==> src/include/ct_pkg.sv <==
// counter/timer package: offsets, modes, state layout
package ct_pkg;
    localparam logic [3:0] ADDR_PRESET_HIGH = 4'h6;
    localparam logic [3:0] ADDR_PRESET_LOW = 4'h7;
    localparam logic [3:0] ADDR_COUNT_HIGH = 4'h6;
    localparam logic [3:0] ADDR_COUNT_LOW = 4'h7;
    localparam logic [3:0] ADDR_START_CMD = 4'he;
    localparam logic [3:0] ADDR_STOP_CMD = 4'hf;
    localparam int CTR_READY_BIT = 3;
    localparam logic [15:0] COUNT_ZERO = 16'h0000;
    localparam logic [15:0] COUNT_ONE = 16'h0001;
    localparam logic [15:0] PRESET_RESET = 16'h0000;
    localparam logic [3:0] PRESCALE_LAST = 4'hf;
    localparam logic [3:0] PRESCALE_ZERO = 4'h0;
    localparam logic [3:0] PRESCALE_STEP = 4'h1;
    localparam logic [7:0] RDATA_IDLE = 8'h00;

    typedef enum logic [2:0] {
        MODE_CNT_EXT = 3'b000,
        MODE_CNT_TX1X = 3'b001,
        MODE_RESERVED = 3'b010,
        MODE_CNT_OSC16 = 3'b011,
        MODE_TMR_EXT = 3'b100,
        MODE_TMR_EXT16 = 3'b101,
        MODE_TMR_OSC = 3'b110,
        MODE_TMR_OSC16 = 3'b111
    } ct_mode_e;

    typedef enum logic {
        ST_IDLE,
        ST_RUN
    } run_state_e;

    typedef struct packed {
        logic [2:0] sync;
    } edge_state_s;

    typedef struct packed {
        logic [3:0] phase;
    } prescale_state_s;

    typedef struct packed {
        logic [7:0] preset_high;
        logic [7:0] preset_low;
        logic [15:0] count;
        logic [15:0] half_preset;
        run_state_e run;
        logic wave;
        logic ready;
        logic pin;
        logic irq_n;
        logic [7:0] rdata;
    } ct_state_s;
endpackage

==> src/rtl/uart_counter_timer.sv <==
// 16-bit counter/timer of the serial controller
//
// Behaviour
// - write-only preset bytes, reads never return preset
// - timer square wave period twice preset
// - idle until first start read, then runs
// - start restarts timer cycle from preset
// - preset rewrite applies from next half-period
// - ready once per wave cycle; stop clears
// - timer wave drives pin when selected
// - counter decrements from start, ready at zero
// - counter keeps counting until stop command
// - counter pin high counting, low at terminal
// - counter stop halts, pin high, clears ready
// - counter preset used only at next start
// - count readable as high and low bytes
// - mode field selects function and clock
// - timer ready every second zero reach
// - interrupt low when ready and masked in
`timescale 1ns/1ps
module uart_counter_timer
    import ct_pkg::*;
(
    input wire logic i_mclk,
    input wire logic i_rst,
    input wire logic [3:0] i_addr,
    input wire logic i_rd_stb,
    input wire logic i_wr_stb,
    input wire logic [7:0] i_wdata,
    input wire logic [2:0] i_mode,
    input wire logic i_pin_is_ct,
    input wire logic i_ready_mask,
    input wire logic i_external_count_input,
    input wire logic i_transmit_1x_clock,
    input wire logic i_oscillator_clock_input,
    output logic [7:0] o_rdata,
    output logic o_counter_ready,
    output logic o_timer_output_pin,
    output logic o_ct_wave,
    output logic o_interrupt_request_n
);
    ct_state_s s_q;
    ct_state_s s_d;
    logic ext_rise;
    logic tx_rise;
    logic osc_rise;
    logic is_timer;
    logic src_level;
    logic src_rise;
    logic tick;
    logic start_cmd;
    logic stop_cmd;

    // every source synced all the time, so a mode switch meets settled stages
    ct_src_edge #(
        .IDLE_LEVEL(1'b0)
    ) i_ext_edge (
        .i_mclk(i_mclk),
        .i_rst(i_rst),
        .i_level(i_external_count_input),
        .o_rise(ext_rise)
    );

    ct_src_edge #(
        .IDLE_LEVEL(1'b0)
    ) i_tx_edge (
        .i_mclk(i_mclk),
        .i_rst(i_rst),
        .i_level(i_transmit_1x_clock),
        .o_rise(tx_rise)
    );

    ct_src_edge #(
        .IDLE_LEVEL(1'b0)
    ) i_osc_edge (
        .i_mclk(i_mclk),
        .i_rst(i_rst),
        .i_level(i_oscillator_clock_input),
        .o_rise(osc_rise)
    );

    assign start_cmd = i_rd_stb && (i_addr == ADDR_START_CMD);
    assign stop_cmd = i_rd_stb && (i_addr == ADDR_STOP_CMD);

    // clock source selection; src_level marks a divide-by-16 source
    always_comb begin
        is_timer = 1'b0;
        src_level = 1'b0;
        src_rise = 1'b0;
        unique case (ct_mode_e'(i_mode))
            MODE_CNT_EXT: begin
                src_rise = ext_rise;
            end
            MODE_CNT_TX1X: begin
                src_rise = tx_rise;
            end
            MODE_RESERVED: begin
                src_rise = 1'b0;
            end
            MODE_CNT_OSC16: begin
                src_rise = osc_rise;
                src_level = 1'b1;
            end
            MODE_TMR_EXT: begin
                is_timer = 1'b1;
                src_rise = ext_rise;
            end
            MODE_TMR_EXT16: begin
                is_timer = 1'b1;
                src_rise = ext_rise;
                src_level = 1'b1;
            end
            MODE_TMR_OSC: begin
                is_timer = 1'b1;
                src_rise = osc_rise;
            end
            MODE_TMR_OSC16: begin
                is_timer = 1'b1;
                src_rise = osc_rise;
                src_level = 1'b1;
            end
        endcase
    end

    // start clears the prescaler so a fresh cycle begins on a whole tick
    ct_prescale i_prescale (
        .i_mclk(i_mclk),
        .i_rst(i_rst),
        .i_rise(src_rise),
        .i_div16(src_level),
        .i_clear(start_cmd),
        .o_tick(tick)
    );

    always_comb begin
        logic [15:0] preset;
        s_d = s_q;
        preset = {s_q.preset_high, s_q.preset_low};

        // preset writes; reads of these offsets return count, never preset
        if (i_wr_stb && i_addr == ADDR_PRESET_HIGH) begin
            s_d.preset_high = i_wdata;
        end
        if (i_wr_stb && i_addr == ADDR_PRESET_LOW) begin
            s_d.preset_low = i_wdata;
        end

        unique case (s_q.run)
            ST_IDLE: begin
                if (!is_timer) begin
                    s_d.pin = 1'b1;
                end
            end
            ST_RUN: begin
                if (tick) begin
                    if (is_timer) begin
                        if (s_q.count <= COUNT_ONE) begin
                            // half-period ends: reload with preset now in place
                            s_d.count = preset;
                            s_d.half_preset = preset;
                            s_d.wave = !s_q.wave;
                            if (s_q.wave) begin
                                s_d.ready = 1'b1;
                            end
                        end else begin
                            s_d.count = s_q.count - COUNT_ONE;
                        end
                    end else begin
                        s_d.count = s_q.count - COUNT_ONE;
                        if (s_q.count == COUNT_ONE) begin
                            s_d.ready = 1'b1;
                            s_d.pin = 1'b0;
                        end
                    end
                end
            end
        endcase

        // stop: counter halts, timer keeps running
        if (stop_cmd) begin
            s_d.ready = 1'b0;
            if (!is_timer) begin
                s_d.run = ST_IDLE;
                s_d.pin = 1'b1;
            end
        end
        // start wins over stop only by address, never both at once
        if (start_cmd) begin
            s_d.run = ST_RUN;
            s_d.count = preset;
            s_d.half_preset = preset;
            s_d.wave = 1'b1;
            if (!is_timer) begin
                s_d.pin = 1'b1;
            end
        end

        // live count bytes; host stops first for a coherent pair
        s_d.rdata = RDATA_IDLE;
        if (i_rd_stb && i_addr == ADDR_COUNT_HIGH) begin
            s_d.rdata = s_q.count[15:8];
        end
        if (i_rd_stb && i_addr == ADDR_COUNT_LOW) begin
            s_d.rdata = s_q.count[7:0];
        end

        if (i_pin_is_ct) begin
            s_d.pin = is_timer ? s_d.wave : s_d.pin;
        end
        s_d.irq_n = !(s_d.ready && i_ready_mask);
    end

    always_ff @(posedge i_mclk) begin
        if (i_rst) begin
            s_q <= '0;
            s_q.run <= ST_IDLE;
            s_q.pin <= 1'b1;
            s_q.wave <= 1'b1;
            s_q.irq_n <= 1'b1;
            s_q.count <= PRESET_RESET;
            s_q.half_preset <= PRESET_RESET;
        end else begin
            s_q <= s_d;
        end
    end

    assign o_rdata = s_q.rdata;
    assign o_counter_ready = s_q.ready;
    assign o_timer_output_pin = s_q.pin;
    assign o_ct_wave = s_q.wave;
    assign o_interrupt_request_n = s_q.irq_n;
endmodule

// two-flop synchroniser; the third stage only feeds the rise detect
module ct_src_edge
    import ct_pkg::*;
#(
    parameter logic IDLE_LEVEL = 1'b0
)
(
    input wire logic i_mclk,
    input wire logic i_rst,
    input wire logic i_level,
    output logic o_rise
);
    edge_state_s s_q;
    edge_state_s s_d;

    always_comb begin
        s_d = s_q;
        s_d.sync = {s_q.sync[1:0], i_level};
    end

    // reset to the idle level so no false rise follows reset
    always_ff @(posedge i_mclk) begin
        if (i_rst) begin
            s_q.sync <= {3{IDLE_LEVEL}};
        end else begin
            s_q <= s_d;
        end
    end

    // stage 0 may be metastable; only stages 1 and 2 are read
    assign o_rise = s_q.sync[1] && !s_q.sync[2];
endmodule

// divide-by-16 prescaler for the slow source modes
module ct_prescale
    import ct_pkg::*;
(
    input wire logic i_mclk,
    input wire logic i_rst,
    input wire logic i_rise,
    input wire logic i_div16,
    input wire logic i_clear,
    output logic o_tick
);
    prescale_state_s s_q;
    prescale_state_s s_d;

    always_comb begin
        s_d = s_q;
        if (i_clear) begin
            s_d.phase = PRESCALE_ZERO;
        end else if (i_rise) begin
            s_d.phase = s_q.phase + PRESCALE_STEP;
        end
    end

    always_ff @(posedge i_mclk) begin
        if (i_rst) begin
            s_q.phase <= PRESCALE_ZERO;
        end else begin
            s_q <= s_d;
        end
    end

    // undivided modes tick on every rise, phase is then unused
    assign o_tick = i_div16 ? (i_rise && s_q.phase == PRESCALE_LAST) : i_rise;
endmodule

==> config.mk <==
export PLATFORM = sky130hd
export DESIGN_NAME = uart_counter_timer
export DESIGN_NICKNAME = d
export VERILOG_FILES = /design/src/include/ct_pkg.sv /design/src/rtl/uart_counter_timer.sv
export SDC_FILE = /design/constraint.sdc
export NUM_CORES = 1
export LEC_CHECK = 0
export BUFFER_PORTS_ARGS = -buffer_cell sky130_fd_sc_hd__buf_4
export CORE_MARGIN = 5
export CORE_UTILIZATION = 50
export DETAILED_ROUTE_END_ITERATION = 16
export PLACE_DENSITY_LB_ADDON = 0.08
export SLEW_MARGIN = 20
export SYNTH_ARGS = -nofsm -noshare
export SYNTH_HDL_FRONTEND = slang
export SYNTH_SLANG_ARGS = --single-unit
==> constraint.sdc <==
create_clock -name i_mclk -period 2 [get_ports i_mclk]
set_input_delay 0.1 -clock i_mclk [delete_from_list [all_inputs] [get_ports i_mclk]]
set_output_delay 0.1 -clock i_mclk [all_outputs]
set_load 0.02 [all_outputs]
==> flow_summary.ini, run 1 <==
[pwr]
internal_power_mw = 1.98
power_frac_clock_pct = 34.7
ir_drop_mv = 0.500
p_seq_share_pct = 43.7
combPwrFrac_pct = 21.6
sw_frac_of_total_pct = 27.8
p_switching_uw = 764
leakagePower_nw = 1.56
powerDensity_mw_per_mm2 = 696

[timing]
report.final.slew_viol_count = 0
hold_viol = 0
grt_setup_unrepaired = yes
setup_violations = 0
setup_slack_ps = 41.2
fin_crit_sh_pct = 97.9
post-route-min-period_ps = 1960
fmax_mhz = 511
max_slew.worst_pin.slew_ps = 407
relSlewSlack_pct = 72.7
skew_ps = 4.15

[worst_setup_path]
crit_required_ps = 2260
path_max_fanout = 4
start_kind = flop
setup.worst_path.end_class = flop
critPathArrivalTime_ps = 2220
path_class = reg2reg

[placed_design]
gp_congestion = 0.984
pre_cts_ws_ps = -45.8
dpl.hpwl_um = 5710
numPortBuffers = 35
dp_cells = 445

[routing]
drt_iter0_drc = 169
num_vias = 2691
drt_pass1_iterations = 4
vias_per_cell = 5.65
drt_wl_total_um = 8240
avgRoutedWirePerCell_um = 17.3
drc_errors = 0
ant_nets = 0

[clock_tree]
clk_latency_ps = 340
path_clk_slew_ps = 60
cts_tree = done
cts_made_buffers = 9
cts_htree_levels = 3
clkSinkCount = 58
max-clock-path-buffers = 2
cts-root-buf = clkbuf_8

[floorplanning]
core_region_area_mm2 = 0.00554
fp.dieH_um = 85.9
ioPinCount = 36
die_x_um = 85.9
initial_core_util_pct = 51.9
dieArea_mm2 = 0.00737
rows = 27

[final_layout]
final_util_pct = 71.3
num-fill-cells = 470
diodes = 0
seqCellArea_mm2 = 0.00117
finalNetCount = 427
fin_cells = 476
area_delta_synth_final_pct = 37.2
layout-drive-gt1-share_pct = 35.6
multi_input_area_mm2 = 0.00167

[grt]
antenna_found_initial = 0
grt_max_degree = 30
grt_first_pass_wirelength_um = 13200
grt_usage_pct = 22.8
grt_pass1_vias = 2652
grt_remaining_overflow = 0

[status]
status = completed

[synthesis]
synth-simple-area-share_pct = 22.0
synthAdderAreaFrac_pct = 1.30
synth_ff_type = dfxtp_1
synth_top_family_by_area = simple AND/OR/NAND/NOR gates
synth_warnings = 0
synthMuxAreaShare_pct = 8.74
synth_nets = 342
synthCells = 315
synth-xor-area-share_pct = 1.22
syn-cell-area_mm2 = 0.00288
synth.most_common_cell = dfxtp_1
seq_area_frac_synth_pct = 40.3
post_synth_num_cell_types = 60
synth_top_cell_area_share_pct = 40.3
synthTopCellsByCount = dfxtp_1 (58), nor2_1 (45), mux2i_1 (24), inv_1 (18), a22oi_1 (12)
yosysTopAreaCell = dfxtp_1
synth_edf_count = 0
synth.area.top_cells = dfxtp_1 (40%), mux2i_1 (8.3%), nor2_1 (5.9%)
avgSynthCellArea_um2 = 9.14
synth_compound_area_share_pct = 19.3
synth-async-reset-ratio_pct = 0
synth_seq_cells = 58

[min_path]
hold_path_class = in2reg

[job]
max_cap_violations = 0
[path summary, 6_finish.rpt]
check,cells past startpoint,end,slack (ps),start
min reg2reg,1,i_osc_edge.s_q[1],440,i_osc_edge.s_q[0]
min,3,s_q[51],7,i_wdata[6]
max reg2reg,7,s_q[40],40,s_q[37]
max,7,s_q[40],40,s_q[37]
[cells in the final DEF, fill, tap and decap left out, types with 3 or more instances in the layout]
cell type and instances:
dfxtp_2 4, nand4_1 4, nand3_1 10, a21oi_1 5, a22oi_1 12, a221oi_2 4
buf_4 83, nor2_1 45, mux2i_1 23, nor2b_1 9, nand2_1 8, dlygate4sd3_1 10
dfxtp_1 53, clkbuf_8 11, nor4_4 3, xnor2_1 4, o32ai_1 4, o22ai_1 8
clkinv_2 3, a32o_1 3, a211oi_1 3, o21ai_0 4, inv_1 18, nor3_1 9
a221oi_1 4
[power groups by stage]
| stage | logic (mW) | clock network (mW) | registers (mW) |
|---|---|---|---|
| after global placement | 0.493 | 0 | 1.22 |
| after global routing | 0.635 | 1.03 | 1.20 |
| after floorplan | 0.286 | 0 | 1.22 |
| final | 0.593 | 0.954 | 1.20 |
| after CTS | 0.516 | 0.970 | 1.20 |
| after detailed placement | 0.495 | 0 | 1.22 |
[metrics by stage]
stage | setup TNS (ps) | power, mW | hold WS, ps | area, µm²
floorplan | -28.7 | 1.51 | 189 | 2880
detailed placement | -160 | 1.72 | 316 | 3460
finish | 0 | 2.75 | 6.71 | 3950
global placement | -2.40 | 1.71 | 309 | 3460
CTS | -350 | 2.68 | 0.645 | 3740
global route | -67.9 | 2.87 | 10.6 | 3950
[layout make-up]
class                           instances  share of cell area, %
Multi-Input combinational cell        215                   42.4
Sequential cell                        58                   29.6
Timing Repair Buffer                   98                   19.7
Clock buffer                           12                   3.93
Tap cell                               72                   2.28
Inverter                               18                   1.71
Clock inverter                          3                  0.380
[cell families after synthesis]
logic type | after synthesis
AO/OA/AOI/OAI | 69
XOR/XNOR | 4
adder cells (fa/ha/maj) | 3
buffers and inverters | 42
flip-flops | 58
multiplexers | 25
AND/OR/NAND/NOR | 114
[what timing repair did]
item,CTS,global route
cloned,0,2
pin swaps,0,12
setup endpoints to repair,10,19
hold endpoints to repair,16,0
resized for setup,1,35
setup buffers,0,4
hold buffers,10,0
[layer usage]
| layer | GRT usage [%] | routed length [µm] |
|---|---|---|
| met5 | 0 | 0 |
| met4 | 6.47 | 148 |
| met3 | 6.63 | 556 |
| met2 | 34.7 | 3760 |
| met1 | 31.4 | 3780 |
[critical path, stage by stage, from the launching register on]
cell      delay [ps]
dfxtp_1          350
nor4_4           340
buf_4            170
buf_4            120
nand3_1          100
or3_4            370
a22o_1           200
a221oi_2         230
[sequential cells by signal, summed over array words and instances (netlist names)]
signal	count
i_osc_edge.s_q	3
o_counter_ready	1
i_tx_edge.s_q	3
o_ct_wave	1
s_q	33
i_prescale.s_q	4
o_interrupt_request_n	1
i_ext_edge.s_q	3
o_rdata	8
o_timer_output_pin	1
Power figures use the tool's default switching activity.
==> run 2: changes to the inputs <==
- CORE_UTILIZATION: 50 -> 40
- MAX_ROUTING_LAYER: not set -> met4
- SETUP_SLACK_MARGIN: not set -> 0.15
==> flow_summary.ini, run 2 (synthesis results as in run 1) <==
[pwr]
leakagePower_nw = 1.54
powerDensity_mw_per_mm2 = 707
ir_drop_mv = 0.428

[job]
max_cap_violations = 0

[min_path]
holdPathStages = 3
hold_path_class = in2reg
whs_endpoint = s_q[56]
hp-start = i_wdata[3]

[clock_tree]
cts_made_buffers = 9
clk_latency_ps = 340
path_clk_slew_ps = 70
clkSinkCount = 58
cts_tree = done
cts_htree_levels = 3
max-clock-path-buffers = 2
cts-root-buf = clkbuf_8

[final_layout]
finalNetCount = 418
final_cell_mix = buf_4 (76), dfxtp_1 (50), nor2_1 (44), mux2i_1 (24), inv_1 (16)
diodes = 0
area_delta_synth_final_pct = 39.2
fin_cells = 495
largest_reg_flops = 33
layout-drive-gt1-share_pct = 39.6
final_common_cell = buf_4
top_register = s_q

[floorplanning]
fp.dieH_um = 94.8
dieArea_mm2 = 0.00899
core_region_area_mm2 = 0.00714
initial_core_util_pct = 40.3
rows = 31
die_x_um = 94.8
ioPinCount = 36

[worst_setup_path]
cp_cell_sequence = nor4_4 > nand4_2 > buf_6 > o21ai_4 > buf_6 > o22ai_1 > a32o_1
cp_top_family = simple AND/OR/NAND/NOR gates
slowest_stage = nor4_4
path_max_fanout = 6
slowest_delay_ps = 400
r2r_cells = 7
worstReg2RegEnd = s_q[41]
r2r_start = s_q[39]
cpMostUsedCell = buf_6
rrSetupSlack_ps = 90
critPathArrivalTime_ps = 2140
path_class = reg2reg
worst-path-buf-inv = 2
setup.worst_path.end_class = flop
crit_required_ps = 2240
start_kind = flop

[grt]
antenna_found_initial = 0
grt_remaining_overflow = 0
grt_pass1_vias = 2503
grt_first_pass_wirelength_um = 13000
grt_usage_pct = 19.6
grt_max_degree = 36

[status]
status = completed

[timing]
grt_setup_unrepaired = yes
fmax_mhz = 524
setup_slack_ps = 93.3
max_slew.worst_pin.slew_ps = 437
fin_crit_sh_pct = 95.3
skew_ps = 6.25
hold_viol = 0
setup_violations = 0
report.final.slew_viol_count = 0
whs_ps = 6.43
post-route-min-period_ps = 1910
relSlewSlack_pct = 70.6
finalSetupTns_ps = 0

[placed_design]
pre_cts_ws_ps = 4.88
dpl.hpwl_um = 5630
gp_congestion = 0.894
numPortBuffers = 35
dp_cells = 460

[routing]
drt_iter0_drc = 204
ant_nets = 0
vias_per_cell = 5.47
drt_wl_total_um = 8390
drt_pass1_iterations = 5
avgRoutedWirePerCell_um = 16.9
num_vias = 2707
drc_errors = 0
run 2: per-layer routing:
metal / part of all wire (%) / global-route usage (%) / wire (µm) / vias to the layer above
met2: 45 / 28.5 / 3790 / 113
met1: 47 / 26.6 / 3980 / 1264
met4: 1.4 / 6.49 / 120 / 0
li1: - / - / - / 1316
met5: 0 / - / 0 / -
met3: 6.0 / 4.94 / 500 / 14
run 2: final cells by class:
class / count / area [µm²]
Multi-Input combinational cell: 215 / 1740
Sequential cell: 58 / 1170
Inverter: 18 / 67.6
Clock buffer: 14 / 173
Timing Repair Buffer: 89 / 721
Fill cell: 663 / 3130
Tap cell: 99 / 124
Clock inverter: 2 / 10.0
run 2: report_power, final:
part / switching [mW] / internal [mW]
Clock: 0.464 / 0.548
Sequential: 0.0202 / 1.18
Combinational: 0.312 / 0.307
run 2: worst max-delay path by stage:
stage,from,endpoint,slack (ps),cells after the start
global placement,i_prescale.s_q[0],s_q[40],3,7
global route,s_q[29],s_q[41],20,9
finish,s_q[39],s_q[41],90,7
detailed placement,i_prescale.s_q[0],s_q[40],5,7
floorplan,s_q[29],s_q[41],150,7
CTS,s_q[40],o_timer_output_pin,100,5
run 2: worst register-to-register path: stages, from the launching register on:
cell     delay [ps]
dfxtp_2         330
nor4_4          400
nand4_2         180
buf_6           180
o21ai_4         190
buf_6           190
o22ai_1          90
a32o_1          260
run 2: through the flow:
stage | utilization (%) | power (mW) | cell area [µm²]
6_report | 56.1 | 2.83 | 4010
5_1_grt | 56.1 | 2.96 | 4010
4_1_cts | 53.0 | 2.76 | 3780
3_5_place_dp | 48.1 | 1.69 | 3430
3_3_place_gp | 48.1 | 1.69 | 3430
2_1_floorplan | - | 1.52 | 2920
run 2: timing repair:
item	4_1_cts	5_1_grt
hold buffers	4	0
setup buffers	5	9
endpoints found under the setup margin	19	16
gates cloned	1	0
endpoints found under the hold margin	4	0
gates resized for setup	24	28
pin swaps	11	23
==> run 3: changes to the inputs <==
- ABC_AREA: not set -> 1
- CORE_MARGIN: 5 -> not set
==> flow_summary.ini, run 3 <==
[status]
status = completed

[placed_design]
dp_cells = 557
placed_area_mm2 = 0.00334
dpl.hpwl_um = 5210
gp_congestion = 0.882
pre_cts_ws_ps = 331
numPortBuffers = 35

[routing]
num_vias = 2715
drt_iter0_drc = 203
drt_wl_total_um = 7120
drc_errors = 0
vias_per_cell = 4.68
ant_nets = 0
drt_pass1_iterations = 5
avgRoutedWirePerCell_um = 12.3

[synthesis]
synth_seq_cells = 58
synth_edf_count = 0
synth-xor-area-share_pct = 2.31
synth_nets = 461
avgSynthCellArea_um2 = 7.00
synth_top_cell_area_share_pct = 38.2
synth.area.top_cells = dfxtp_1 (38%), nand2_1 (11%), nor2_1 (7.4%)
synthTopCellsByCount = nand2_1 (91), nor2_1 (60), dfxtp_1 (58), inv_1 (57), a21oi_1 (31)
syn-cell-area_mm2 = 0.00304
synth-async-reset-ratio_pct = 0
synth_ff_type = dfxtp_1
synth_warnings = 0
post_synth_num_cell_types = 36
synth_compound_area_share_pct = 14.7
synth_top_family_by_area = simple AND/OR/NAND/NOR gates
yosysTopAreaCell = dfxtp_1
synth-simple-area-share_pct = 30.8
synthMuxAreaShare_pct = 0
synthCells = 434
seq_area_frac_synth_pct = 38.2
synthAdderAreaFrac_pct = 1.24
synth.most_common_cell = nand2_1

[floorplanning]
die_x_um = 89.2
rows = 31
ioPinCount = 36
fp.dieH_um = 89.2
initial_core_util_pct = 41.7
dieArea_mm2 = 0.00795
core_region_area_mm2 = 0.00729

[clock_tree]
clk_latency_ps = 340
cts_tree = done
cts_htree_levels = 3
path_clk_slew_ps = 70
cts_setup_buffers = 0
cts_made_buffers = 9
cts-root-buf = clkbuf_8
max-clock-path-buffers = 2
clkSinkCount = 58

[worst_setup_path]
slowest_stage = dfxtp_1
crit_cells = 10
setup.worst_path.end_class = flop
slowest_delay_ps = 350
path_max_fanout = 5
rrSetupSlack_ps = 380
worst-path-buf-inv = 1
cp_cell_sequence = inv_1 > ha_2 > nand2_4 > nor2_4 > nand2_1 > nor2_1 > nand2_1 > nand2_1 > nand3_1 > a21oi_1
cp_top_family = simple AND/OR/NAND/NOR gates
r2r_cells = 10
critPathArrivalTime_ps = 1890
path_class = reg2reg
cpMostUsedCell = nand2_1
crit_required_ps = 2270
start_kind = flop

[pwr]
internal_power_mw = 1.81
power_frac_clock_pct = 37.4
sw_frac_of_total_pct = 28.9
p_seq_share_pct = 46.9
powerDensity_mw_per_mm2 = 712
leakagePower_nw = 1.70
p_switching_uw = 739
combPwrFrac_pct = 15.7
power_mw = 2.55
ir_drop_mv = 0.320

[timing]
setup_violations = 0
skew_ps = 7.91
setup_slack_ps = 385
hold_viol = 0
grt_setup_unrepaired = no
post-route-min-period_ps = 1620
fmax_mhz = 619
finalSetupTns_ps = 0
whs_ps = 20.9
relSlewSlack_pct = 72.1
max_slew.worst_pin.slew_ps = 416
report.final.slew_viol_count = 0
fin_crit_sh_pct = 80.8

[final_layout]
final_cell_mix = nand2_1 (91), nor2_1 (60), dfxtp_1 (58), inv_1 (57), buf_4 (45)
diodes = 0
layout-drive-gt1-share_pct = 18.9
fin_area_mm2 = 0.00358
final_util_pct = 49.2
fin_cells = 580
finalNetCount = 503
largest_reg_flops = 33
area_delta_synth_final_pct = 18.0
final_common_cell = nand2_1
top_register = s_q

[grt]
antenna_found_initial = 0
grt_pass1_vias = 2518
grt_max_degree = 29
grt_usage_pct = 20.9
grt_first_pass_wirelength_um = 12000
grt_remaining_overflow = 0

[min_path]
holdPathStages = 3
hold_path_class = in2reg

[job]
max_cap_violations = 0
run 3: power by group through the flow:
| stage | Sequential (mW) | Clock, mW | Combinational [mW] |
|---|---|---|---|
| finish | 1.20 | 0.954 | 0.401 |
| global placement | 1.22 | 0 | 0.388 |
| CTS | 1.20 | 0.986 | 0.400 |
| global route | 1.20 | 1.05 | 0.450 |
| detailed placement | 1.22 | 0 | 0.388 |
| floorplan | 1.22 | 0 | 0.297 |
run 3: final cells by class:
cell class                 instances  area, µm²
fill                             776       3710
timing repair buffer              52        408
tap                               99        124
clock inverter                     5       30.0
clock buffer                      11        141
multi-input combinational        295       1490
sequential                        58       1160
inverter                          60        228
run 3: tightest hold or removal path, delay by kind of cell:
| family | cells | cell delay [ps] |
|---|---|---|
| buf+inv | 1 | 80 |
| compound gates | 1 | 70 |
| simple gates | 1 | 70 |
run 3: worst paths after layout:
kind,start,to
hold reg to reg,i_osc_edge.s_q[0],i_osc_edge.s_q[1]
setup / recovery,s_q[29],s_q[43]
setup reg to reg,s_q[29],s_q[43]
hold / removal,i_wdata[0],s_q[45]
run 3: repair_timing:
action | 4_1_cts | 5_1_grt
hold buffers | 7 | 0
endpoints found under the hold margin | 7 | 0
gates resized for setup | 0 | 1
setup endpoints to repair | 0 | 2
run 3: layer usage:
layer / vias to the layer above / wire length (µm) / GRT usage, %
met4: 0 / 120 / 9.38
met3: 12 / 301 / 3.97
li1: 1443 / - / -
met2: 69 / 3010 / 29.9
met5: - / 0 / -
met1: 1191 / 3700 / 28.4
run 3: kinds of logic (layout without fill, tap and decap cells):
logic type                 after synthesis  in the layout
AOI/OAI and AO/OA                       79             79
xor gates and xnor gates                 8              8
DFF                                     58             58
buffers and inverters                   81            128
adders and majority gates                3              3
and+or+nand+nor                        205            205
